--- src/sdio_defines.vh ---
/*
 Register offsets, field positions and reset values for
 the servo drive digital I/O block. Definitions only.
*/
`ifndef SDIO_DEFINES_VH
`define SDIO_DEFINES_VH

`define SDIO_OFF_CTRL     12'h000
`define SDIO_OFF_OVR      12'h004
`define SDIO_OFF_PRESET   12'h008
`define SDIO_OFF_SETPT    12'h00c
`define SDIO_OFF_STEPS    12'h010
`define SDIO_OFF_ENCRES   12'h014
`define SDIO_OFF_STATUS   12'h018
`define SDIO_OFF_PINS     12'h01c
`define SDIO_OFF_STEPCNT  12'h020
`define SDIO_OFF_POS      12'h024
`define SDIO_OFF_CAPT     12'h028
`define SDIO_OFF_CMD      12'h02c
`define SDIO_OFF_IRQST    12'h030
`define SDIO_OFF_IRQMSK   12'h034
`define SDIO_OFF_CANCMD   12'h038

// CTRL bits
`define SDIO_CTRL_NOIO    0
`define SDIO_CTRL_FAULT   1
`define SDIO_CTRL_CANEN   2
`define SDIO_CTRL_CANRUN  3

// Override / preset bit positions (same layout)
`define SDIO_IO_STEP      0
`define SDIO_IO_DIR       1
`define SDIO_IO_CAPT      2
`define SDIO_IO_EN        3
`define SDIO_IO_BRAKE     4
`define SDIO_IO_LIMP      5
`define SDIO_IO_LIMN      6
`define SDIO_IO_W         7

// Interrupt status bits
`define SDIO_IRQ_CAPT     0
`define SDIO_IRQ_ENLOST   1
`define SDIO_IRQ_LIMP     2
`define SDIO_IRQ_LIMN     3
`define SDIO_IRQ_W        4

`define SDIO_RST_STEPS    32'h0000_0001
`define SDIO_RST_ENCRES   32'h0000_0001
`define SDIO_RST_PRESET   7'h79

`endif

--- src/sdio_sync.v ---
/*
 Two flip-flop synchroniser bank for asynchronous discrete pins.
 Assumes one system clock and synchronous active-low reset.
*/
`timescale 1ns/1ns
module sdio_sync #(
    parameter W   = 7,
    parameter RST = 7'h7f
) (
    input  wire         aclk,
    input  wire         aresetn,
    input  wire [W-1:0] d,
    output wire [W-1:0] q
);
    reg [W-1:0] meta_reg;
    reg [W-1:0] sync_reg;

    always @(posedge aclk) begin
        if (!aresetn) begin
            meta_reg <= RST;
            sync_reg <= RST;
        end else begin
            meta_reg <= d;
            sync_reg <= meta_reg;
        end
    end

    assign q = sync_reg;
endmodule

--- src/sdio_top.v ---
/*
 Servo drive digital I/O control: step/direction counting, encoder
 capture on an external trigger, active-low enable/brake/limit inputs,
 fault and ready outputs, per-pin override by presets, AXI4-Lite regs.
 Assumes pins are asynchronous, encoder count is on the system clock.
*/
// Summary of operation
// - Each rising edge on the step pin counts exactly one step.
// - A low direction pin inverts the sign of the speed/current command.
// - A falling edge on the capture pin snapshots the encoder count.
// - The last captured count is held and readable by software.
// - The fault output pulls low while the drive is faulted.
// - The ready output pulls low while the drive is ready.
// - Outside no-I/O mode the drive runs only while the enable pin is held low.
// - After any interruption outside no-I/O mode the enable pin must go high then low again.
// - A low brake pin applies dynamic braking.
// - A low positive limit pin blocks positive motor current.
// - A low negative limit pin blocks negative motor current.
// - Each pin may be ignored in favour of a preset value.
// - No-I/O mode ignores enable and uses fixed direction and setpoint.
// - Encoder counts per step equal encoder resolution over steps/rev.
// - Step and direction pin levels are readable as status.
// - Motion commands are also taken from a CAN-side command register.
`timescale 1ns/1ns
`include "sdio_defines.vh"
module sdio_top #(
    parameter CW = 32
) (
    input  wire          aclk,
    input  wire          aresetn,
    input  wire [11:0]   s_axi_awaddr,
    input  wire          s_axi_awvalid,
    output wire          s_axi_awready,
    input  wire [31:0]   s_axi_wdata,
    input  wire [3:0]    s_axi_wstrb,
    input  wire          s_axi_wvalid,
    output wire          s_axi_wready,
    output wire [1:0]    s_axi_bresp,
    output wire          s_axi_bvalid,
    input  wire          s_axi_bready,
    input  wire [11:0]   s_axi_araddr,
    input  wire          s_axi_arvalid,
    output wire          s_axi_arready,
    output wire [31:0]   s_axi_rdata,
    output wire [1:0]    s_axi_rresp,
    output wire          s_axi_rvalid,
    input  wire          s_axi_rready,
    input  wire          step_in,
    input  wire          dir_in,
    input  wire          capture_n_in,
    input  wire          enable_n_in,
    input  wire          brake_n_in,
    input  wire          limit_pos_n_in,
    input  wire          limit_neg_n_in,
    input  wire [CW-1:0] enc_count,
    input  wire          drive_fault,
    input  wire signed [31:0] cmd_in,
    output reg  signed [31:0] cmd_out,
    output reg  [CW-1:0] step_pos,
    output reg           drive_enabled,
    output reg           dyn_brake,
    output reg           inhibit_pos,
    output reg           inhibit_neg,
    output wire          fault_out,
    output wire          fault_oe_n,
    output wire          ready_out,
    output wire          ready_oe_n,
    output wire          irq
);
    // Synchronised pins, bit order follows the override layout
    wire [6:0] pin_raw;
    wire [6:0] pin_s;
    assign pin_raw = {limit_neg_n_in, limit_pos_n_in, brake_n_in,
                      enable_n_in, capture_n_in, dir_in, step_in};

    sdio_sync #(
        .W   (7),
        .RST (7'h7f)
    ) u_sync (
        .aclk    (aclk),
        .aresetn (aresetn),
        .d       (pin_raw),
        .q       (pin_s)
    );

    reg  [3:0]    ctrl_reg;
    reg  [6:0]    ovr_reg;
    reg  [6:0]    preset_reg;
    reg  [31:0]   setpt_reg;
    reg  [31:0]   steps_reg;
    reg  [31:0]   encres_reg;
    reg  [31:0]   cancmd_reg;
    reg  [CW-1:0] capt_reg;
    reg  [4:0]    irqst_reg;
    reg  [4:0]    irqmsk_reg;
    reg  [6:0]    eff_prev_reg;
    reg           latch_reg;
    reg  [31:0]   inc_reg;
    reg           cmd_wr;

    // Effective level: preset replaces an ignored pin
    wire [6:0] eff = (pin_s & ~ovr_reg) | (preset_reg & ovr_reg);

    wire step_rise = eff[`SDIO_IO_STEP] & ~eff_prev_reg[`SDIO_IO_STEP];
    wire capt_fall = ~eff[`SDIO_IO_CAPT] & eff_prev_reg[`SDIO_IO_CAPT];
    wire noio      = ctrl_reg[`SDIO_CTRL_NOIO];
    wire en_req    = noio | ~eff[`SDIO_IO_EN];
    wire en_fall   = ~eff[`SDIO_IO_EN] & eff_prev_reg[`SDIO_IO_EN];
    wire faulted   = drive_fault | ctrl_reg[`SDIO_CTRL_FAULT];
    wire dir_lvl   = noio ? preset_reg[`SDIO_IO_DIR] : eff[`SDIO_IO_DIR];

    // Integer divide is redone every clock cycle, not per step
    function [31:0] per_step;
        input [31:0] res;
        input [31:0] steps;
        begin
            per_step = (steps == 32'h0) ? res : res / steps;
        end
    endfunction

    always @(posedge aclk) begin
        if (!aresetn) begin
            eff_prev_reg  <= 7'h7f;
            latch_reg     <= 1'b0;
            drive_enabled <= 1'b0;
            step_pos      <= {CW{1'b0}};
            capt_reg      <= {CW{1'b0}};
            inc_reg       <= 32'h1;
        end else begin
            eff_prev_reg <= eff;
            inc_reg <= per_step(encres_reg, steps_reg);
            // Re-arm on a fresh high-to-low edge, or at once in no-I/O mode
            if (faulted || !en_req)
                latch_reg <= 1'b0;
            else if (en_fall || (noio && !latch_reg))
                latch_reg <= 1'b1;
            drive_enabled <= latch_reg & en_req & ~faulted;
            if (step_rise) begin
                if (dir_lvl)
                    step_pos <= step_pos + inc_reg[CW-1:0];
                else
                    step_pos <= step_pos - inc_reg[CW-1:0];
            end
            if (capt_fall)
                capt_reg <= enc_count;
        end
    end

    // Command path: source select, direction, limits, brake
    reg signed [31:0] src_cmd;
    reg signed [31:0] dir_cmd;
    always @* begin
        if (noio)
            src_cmd = setpt_reg;
        else if (ctrl_reg[`SDIO_CTRL_CANEN])
            src_cmd = cancmd_reg;
        else
            src_cmd = cmd_in;
        dir_cmd = dir_lvl ? src_cmd : -src_cmd;
    end

    always @(posedge aclk) begin
        if (!aresetn) begin
            cmd_out     <= 32'sh0;
            dyn_brake   <= 1'b0;
            inhibit_pos <= 1'b0;
            inhibit_neg <= 1'b0;
        end else begin
            dyn_brake   <= ~eff[`SDIO_IO_BRAKE];
            inhibit_pos <= ~eff[`SDIO_IO_LIMP];
            inhibit_neg <= ~eff[`SDIO_IO_LIMN];
            if (!drive_enabled || !eff[`SDIO_IO_BRAKE])
                cmd_out <= 32'sh0;
            else if (!eff[`SDIO_IO_LIMP] && dir_cmd > 0)
                cmd_out <= 32'sh0;
            else if (!eff[`SDIO_IO_LIMN] && dir_cmd < 0)
                cmd_out <= 32'sh0;
            else
                cmd_out <= dir_cmd;
        end
    end

    // Open-collector status: enable low means the pin is pulled down
    assign fault_out  = 1'b0;
    assign fault_oe_n = ~faulted;
    assign ready_out  = 1'b0;
    assign ready_oe_n = ~(drive_enabled & ~faulted);

    // Interrupt events
    wire [4:0] ev;
    assign ev[`SDIO_IRQ_CAPT]  = capt_fall;
    assign ev[`SDIO_IRQ_ENLOST] = drive_enabled & ~latch_reg;
    assign ev[`SDIO_IRQ_LIMP]  = ~eff[`SDIO_IO_LIMP] &
                                 eff_prev_reg[`SDIO_IO_LIMP];
    assign ev[`SDIO_IRQ_LIMN]  = ~eff[`SDIO_IO_LIMN] &
                                 eff_prev_reg[`SDIO_IO_LIMN];
    // Spare event bit, kept so the status layout stays five wide
    assign ev[4] = 1'b0;
    assign irq = |(irqst_reg & irqmsk_reg);

    // AXI4-Lite slave: one write and one read in flight
    reg        aw_have_reg;
    reg        w_have_reg;
    reg [11:0] awaddr_reg;
    reg [31:0] wdata_reg;
    reg [3:0]  wstrb_reg;
    reg        bvalid_reg;
    reg [1:0]  bresp_reg;
    reg        rvalid_reg;
    reg [31:0] rdata_reg;
    reg [1:0]  rresp_reg;

    assign s_axi_awready = ~aw_have_reg & ~bvalid_reg;
    assign s_axi_wready  = ~w_have_reg & ~bvalid_reg;
    assign s_axi_bvalid  = bvalid_reg;
    assign s_axi_bresp   = bresp_reg;
    assign s_axi_arready = ~rvalid_reg;
    assign s_axi_rvalid  = rvalid_reg;
    assign s_axi_rdata   = rdata_reg;
    assign s_axi_rresp   = rresp_reg;

    function [31:0] merge;
        input [31:0] old;
        input [31:0] nw;
        input [3:0]  be;
        integer i;
        begin
            merge = old;
            for (i = 0; i < 4; i = i + 1)
                if (be[i])
                    merge[i*8 +: 8] = nw[i*8 +: 8];
        end
    endfunction

    function mapped;
        input [11:0] a;
        begin
            mapped = (a[1:0] == 2'b00) && (a <= `SDIO_OFF_CANCMD);
        end
    endfunction

    always @* begin
        cmd_wr = aw_have_reg & w_have_reg & ~bvalid_reg;
    end

    wire [31:0] wm = merge(32'h0, wdata_reg, wstrb_reg);
    wire [4:0]  w1c = (cmd_wr && awaddr_reg == `SDIO_OFF_IRQST) ?
                      wm[4:0] : 5'h0;
    wire [31:0] ctrl_wm = merge({28'h0, ctrl_reg}, wdata_reg, wstrb_reg);

    always @(posedge aclk) begin
        if (!aresetn) begin
            aw_have_reg <= 1'b0;
            w_have_reg  <= 1'b0;
            awaddr_reg  <= 12'h0;
            wdata_reg   <= 32'h0;
            wstrb_reg   <= 4'h0;
            bvalid_reg  <= 1'b0;
            bresp_reg   <= 2'b00;
            ctrl_reg    <= 4'h0;
            ovr_reg     <= 7'h0;
            preset_reg  <= `SDIO_RST_PRESET;
            setpt_reg   <= 32'h0;
            steps_reg   <= `SDIO_RST_STEPS;
            encres_reg  <= `SDIO_RST_ENCRES;
            cancmd_reg  <= 32'h0;
            irqst_reg   <= 5'h0;
            irqmsk_reg  <= 5'h0;
        end else begin
            // Set wins over a simultaneous clear
            irqst_reg <= (irqst_reg & ~w1c) | ev;
            if (s_axi_awvalid && s_axi_awready) begin
                aw_have_reg <= 1'b1;
                awaddr_reg  <= s_axi_awaddr;
            end
            if (s_axi_wvalid && s_axi_wready) begin
                w_have_reg <= 1'b1;
                wdata_reg  <= s_axi_wdata;
                wstrb_reg  <= s_axi_wstrb;
            end
            if (bvalid_reg && s_axi_bready)
                bvalid_reg <= 1'b0;
            if (cmd_wr) begin
                aw_have_reg <= 1'b0;
                w_have_reg  <= 1'b0;
                bvalid_reg  <= 1'b1;
                bresp_reg   <= mapped(awaddr_reg) ? 2'b00 : 2'b10;
                case (awaddr_reg)
                `SDIO_OFF_CTRL:
                    ctrl_reg <= ctrl_wm[3:0];
                `SDIO_OFF_OVR:
                    ovr_reg <= wm[6:0] | (ovr_reg & ~{7{wstrb_reg[0]}});
                `SDIO_OFF_PRESET:
                    preset_reg <= wstrb_reg[0] ? wdata_reg[6:0] : preset_reg;
                `SDIO_OFF_SETPT:
                    setpt_reg <= merge(setpt_reg, wdata_reg, wstrb_reg);
                `SDIO_OFF_STEPS:
                    steps_reg <= merge(steps_reg, wdata_reg, wstrb_reg);
                `SDIO_OFF_ENCRES:
                    encres_reg <= merge(encres_reg, wdata_reg, wstrb_reg);
                `SDIO_OFF_IRQMSK:
                    irqmsk_reg <= wstrb_reg[0] ? wdata_reg[4:0] : irqmsk_reg;
                `SDIO_OFF_CANCMD:
                    cancmd_reg <= merge(cancmd_reg, wdata_reg, wstrb_reg);
                default: ;
                endcase
            end
        end
    end

    // Read side: data registered one cycle after address acceptance
    always @(posedge aclk) begin
        if (!aresetn) begin
            rvalid_reg <= 1'b0;
            rdata_reg  <= 32'h0;
            rresp_reg  <= 2'b00;
        end else if (s_axi_arvalid && s_axi_arready) begin
            rvalid_reg <= 1'b1;
            rresp_reg  <= mapped(s_axi_araddr) ? 2'b00 : 2'b10;
            case (s_axi_araddr)
            `SDIO_OFF_CTRL:    rdata_reg <= {28'h0, ctrl_reg};
            `SDIO_OFF_OVR:     rdata_reg <= {25'h0, ovr_reg};
            `SDIO_OFF_PRESET:  rdata_reg <= {25'h0, preset_reg};
            `SDIO_OFF_SETPT:   rdata_reg <= setpt_reg;
            `SDIO_OFF_STEPS:   rdata_reg <= steps_reg;
            `SDIO_OFF_ENCRES:  rdata_reg <= encres_reg;
            `SDIO_OFF_STATUS:
                rdata_reg <= {26'h0, inhibit_neg, inhibit_pos, dyn_brake,
                              faulted, latch_reg, drive_enabled};
            `SDIO_OFF_PINS:    rdata_reg <= {25'h0, pin_s};
            `SDIO_OFF_STEPCNT: rdata_reg <= inc_reg;
            `SDIO_OFF_POS:     rdata_reg <= step_pos;
            `SDIO_OFF_CAPT:    rdata_reg <= capt_reg;
            `SDIO_OFF_CMD:     rdata_reg <= cmd_out;
            `SDIO_OFF_IRQST:   rdata_reg <= {27'h0, irqst_reg};
            `SDIO_OFF_IRQMSK:  rdata_reg <= {27'h0, irqmsk_reg};
            `SDIO_OFF_CANCMD:  rdata_reg <= cancmd_reg;
            default:           rdata_reg <= 32'h0;
            endcase
        end else if (rvalid_reg && s_axi_rready) begin
            rvalid_reg <= 1'b0;
        end
    end
endmodule

--- config.mk ---
export PLATFORM = sky130hd
export DESIGN_NAME = sdio_top
export DESIGN_NICKNAME = d
export VERILOG_FILES = /design/src/sdio_sync.v /design/src/sdio_top.v
export VERILOG_INCLUDE_DIRS = /design/src /design/src/src
export SDC_FILE = /design/constraint.sdc
export NUM_CORES = 2
export LEC_CHECK = 0
export BUFFER_PORTS_ARGS = -buffer_cell sky130_fd_sc_hd__buf_2
export CORE_MARGIN = 5
export CORE_UTILIZATION = 30
export CTS_CLUSTER_DIAMETER = 200
export DETAILED_ROUTE_END_ITERATION = 10
export GPL_TIMING_DRIVEN = 0
export PLACE_DENSITY = 0.42
export SLEW_MARGIN = 25
export SYNTH_ARGS = -nofsm -noshare
export SYNTH_HDL_FRONTEND = slang
export SYNTH_SLANG_ARGS = --single-unit
--- constraint.sdc ---
create_clock -name aclk -period 116.5 [get_ports aclk]
set_input_delay 23.3 -clock aclk [delete_from_list [all_inputs] [get_ports aclk]]
set_output_delay 23.3 -clock aclk [all_outputs]
set_load 0.02 [all_outputs]
; ---- After elaboration in Yosys (flattened, before gate mapping)
; Cells that the tools add are included.
[word_totals]
register_bits = 398
out_inout_bits = 114
inputBits = 139
elab_cells = 179
[classes]
add_sub_neg = 3
mux = 15
reduce_logical = 51
eq_ne = 22
n_bitwise = 40
n_div = 1
n_lt_le_gt_ge = 4
[op_table]
columns = op, count
row1 = 32-bit one-hot mux with 15 select lines, 1
row2 = 32-bit 2-to-1 mux, 5
row3 = 12-bit by 6-bit == test with 1-bit output (second input constant), 10
row4 = 12-bit by 5-bit == test with 1-bit output (second input constant), 6
row5 = 3-bit AND reduction, 19
row6 = 12-bit by 4-bit == test with 1-bit output (second input constant), 4
row7 = 32-bit adder, 1
row8 = 32-bit by 32-bit divider with 32-bit output, 1
row9 = 32-bit by 1-bit > comparator with 1-bit output (second input constant), 1
row10 = 32-bit zero test, 1
row11 = 32-bit by 1-bit < comparator with 1-bit output (second input constant), 1
row12 = 32-bit negator, 1
row13 = 32-bit subtractor, 1
row14 = 12-bit by 3-bit == test with 1-bit output (second input constant), 2
row15 = 12-bit by 6-bit <= comparator with 1-bit output (second input constant), 2
row16 = 12-bit zero test, 2
row17 = 7-bit AND, 3
row18 = 1-bit inverter, 14
row19 = 7-bit inverter, 2
row20 = 7-bit bitwise OR, 2
row21 = 1-bit AND, 13
row22 = 1-bit logical AND, 11
row23 = 5-bit AND, 2
row24 = 7-bit 2-to-1 mux, 1
row25 = 14 further kinds, 30

; ---- Logic depth before layout (Yosys ltp)
[logic_depth]
word_depth = 8
ltp_mapped = 349
mapped_depth_nobuf = 324

; ---- Modules after synthesis
; Synthesis repeated with hierarchy kept, for this count alone.
[hier_totals]
hier_cells = 6472
area_unflattened_um2 = 47090.2
[modules_own_cells]
columns = module, n_inst, area_each_um2, cells_each, seq_area_each_um2
row1 = sdio_top, 1, 46698.5, 6443, 7607.3
row2 = sdio_sync, 1, 391.6, 29, 280.3

; ---- Worst setup path after synthesis
; OpenSTA, ideal clock, no wires.
[synth_timing]
kind = flip-flop to flip-flop
start = register steps_reg[0]
end = register inc_reg[0]
setup_slack_ns = 47.146
setup_time_ns = 0.138
period_less_slack_ns = 69.354
arrival_time_ns = 69.217
required_time_ns = 116.362
path_buffers = 31
path_stages_with_launch = 308
path_cell_list = dfxtp_1 > inv_1 > ha_1 > o21ai_0 > nor2_1 > nor2_1 > a21oi_1 > ha_1 > o21a_1 > o21ai_0 > mux2_2 > o22a_1 > ha_1 > o21ai_0 > a211o_1 > mux2i_1 > inv_1 > ha_1 > (+272 left out) > clkbuf_1 > nor2_1 > a21oi_1 > ha_1 > a21o_1 > a21o_1 > a21o_1 > a21o_1 > a21o_1 > a21o_1 > a21o_1 > a21oi_1 > nor2b_1 > o21ai_0 > nand3_1 > a221o_1 > a211oi_1 > o21ai_0
[synth_via]
elab_chain_len = 2
word_cells_on_any_way = 3
classes_between = div (1) / mux (1) / reduce/logical (1)
[synth_lines]
columns = element, line
row1 = from (decl), sdio_top.v:90  ; reg [31:0] steps_reg;
row2 = from (signal assigned), sdio_top.v:264  ; steps_reg <= `SDIO_RST_STEPS;
row3 = from (signal assigned), sdio_top.v:298  ; steps_reg <= merge(steps_reg, wdata_reg, wstrb_reg);
row4 = 32-bit by 32-bit divider with 32-bit output or 32-bit zero test (tied branches), sdio_top.v:117  ; per_step = (steps == 32'h0) ? res : res / steps;
row5 = 32-bit 2-to-1 mux *, sdio_top.v:117
row6 = to (signal assigned), sdio_top.v:131  ; inc_reg <= per_step(encres_reg, steps_reg);
row7 = to (decl), sdio_top.v:98  ; reg [31:0] inc_reg;
; Every way passes the cells marked *; elsewhere a longest branch is shown, timed or not.
; A chain may end at the register's enable or synchronous reset.

; ---- Worst setup path after layout
[layout_timing]
start = register steps_reg[28]
end = register inc_reg[0]
; The elaborated chain is that of the path after synthesis.

==> impl_metrics.toml <==
[worst_setup_path]
critical_path.top_delay_family = "compound AO/OA/AOI/OAI gates"
cp.depth = 310
path_class = "reg -> reg"
r2r_start = "steps_reg[28]"
r2r_cells = 310
cp.arrival_ns = 98.55
cp-start-kind = "register"
crit_path_max_fanout = 10
regToRegSetupSlack_ns = 18.39
crit_top_cell = "a21oi_1"
crit_slowest_cell = "nor4_4"
path_buf_inv = 42
max_stage_delay_ns = 0.95
setup.worst_path.start = "steps_reg[28]"
critPathCaptureType = "register"
cp.required_ns = 116.94

[routing]
drtIter0Drc = 4575
dr.pass1.iters = 7
ant_nets = 0
vias_per_cell = 5.72
drc = 0
vias = 50700
routed_wl_um = 232000
wl_per_cell_um = 26.1

[timing]
period_needed_ns = 98.11
setup-tns-final_ns = 0
period_share_pct = 84.2
tightest_slew_ns = 1.21
fmaxAchievable_mhz = 10.2
setup_viol = 0
slew_viol_final = 0
rsz0062_at_grt = "no"
slew_headroom_pct = 19.1
whs_ns = 0.405
fin_skew_ns = 0.0169
fin_ws_ns = 18.39
hold_viol = 0

[cts]
htree_levels = 2
cts_tree = "built"
numCtsBuffers = 46
insertion_delay_ns = 0.61
clk_pin_slew_ns = 0.06
cts_resized = 0
clock_sinks = 394
clockBufferDepth = 3
post_cts.repair.setup_buffers = 0
cts-root-buf = "clkbuf_16"
ctsHoldBuffers = 0

[final_layout]
layout.area.seq_um2 = 7890
n_fill_cell = 17200
synthToLayoutAreaGrowth_pct = 12.0
multi_input_area_um2 = 38400
nets = 7465
layout-drive-gt1-share_pct = 9.09
stdcell_area_um2 = 53600

[job]
cap_violations = 0

[global_routing]
grt_overflow = 0
antenna_found_initial = 7
grt_pass1_wl_um = 331000
grt_pass1_vias = 48200
grt_max_degree = 25
track_usage_pct = 26.2

[floorplan]
die_area_um2 = 168000
coreArea_um2 = 159000
boundaryPins = 253
die_w_um = 410
die_y_um = 410
rows = 146
initial_core_util_pct = 30.2

[run_status]
status = "finished clean"

[hold_path]
hp-start = "u_sync.meta_reg[5]"
hold_depth = 1
hp-class = "reg -> reg"

[placed_design]
portBuffers = 248
routabilityCongestion = 0.970
hpwl_um = 192000
pre_cts_ws_ns = 18.98
placed_area_um2 = 52100

[logic_synthesis]
synth-main-ff-cell = "dfxtp_1"
ys_seq_area_share_pct = 16.5
synth.cell_area_um2 = 47900
syn_inst = 6450
synthDistinctLibCells = 101
synth-async-reset-ratio_pct = 0
synth_warnings = 0
synth_edf_count = 0
ys_seq_elements = 394
postSynthAreaPerCell_um2 = 7.43
## cell usage in the layout (no fill, tap or decap), types with 80 or more instances in the layout
cell type,synthesis,final
nand2_1,825,825
nor2_1,586,581
ha_1,562,562
a21oi_1,424,424
dfxtp_1,394,394
o21ai_0,327,326
buf_2,16,264
xnor2_1,253,253
clkbuf_1,219,232
mux2i_1,198,197
a21o_1,194,194
nor2b_1,193,192
nor3_1,184,182
xor2_1,170,170
inv_1,182,163
a21boi_0,147,147
o21a_1,130,130
nand3_1,124,124
and2_1,80,80
nand2b_1,80,80
## synth_stat cells (182+ instances only)
| master | count | share of area (%) |
|---|---|---|
| nor3_1 | 184 | 1.9 |
| nor2b_1 | 193 | 2.5 |
| xnor2_1 | 253 | 4.6 |
| nand2_1 | 825 | 6.5 |
| clkbuf_1 | 219 | 1.7 |
| nor2_1 | 586 | 4.6 |
| a21o_1 | 194 | 3.0 |
| o21ai_0 | 327 | 3.4 |
| dfxtp_1 | 394 | 16 |
| ha_1 | 562 | 15 |
| inv_1 | 182 | 1.4 |
| mux2i_1 | 198 | 4.1 |
| a21oi_1 | 424 | 4.4 |
## routing by layer
layer	up-vias	share of wire [%]	track usage [%]
met1	24500	47	36.7
li1	24300	-	-
met3	279	6.1	3.07
met4	0	3.1	6.69
met5	-	0	0
met2	1685	44	42.7
## area by class of cell
cell class | instances | share of cell area [%]
diodes | 7 | 0.0327
repair buffers | 262 | 2.84
clock buffers | 69 | 2.44
multi-input cells | 5611 | 71.6
plain buffers | 266 | 1.95
well taps | 2072 | 4.83
clock inverters | 16 | 0.296
inverters | 182 | 1.31
flip-flops and latches | 394 | 14.7
## path summary, 6_finish.rpt
path                                    end
worst max register to register   inc_reg[0]
worst max-delay path             inc_reg[0]
worst min register to register  u_sync.q[5]
worst min-delay path            u_sync.q[5]
## through the flow
step,utilization [%],instances
after floorplan,-,6453
after global placement,32.6,8773
after detailed placement,32.9,8787
after CTS,33.8,8872
after global routing,33.8,8872
final,33.8,8879
## kinds of logic after synthesis
family | share of synthesized area [%]
and+or+nand+nor | 24.3
AOI/OAI and AO/OA | 27.1
adders and majority gates | 14.7
buffers and inverters | 3.61
xor gates and xnor gates | 7.73
DFF | 16.5
muxes | 6.10
other | 0.00783
Power is left out: the tool's default activity adds up to more than one toggle a clock period on the data nets, which glitch-free logic cannot reach.
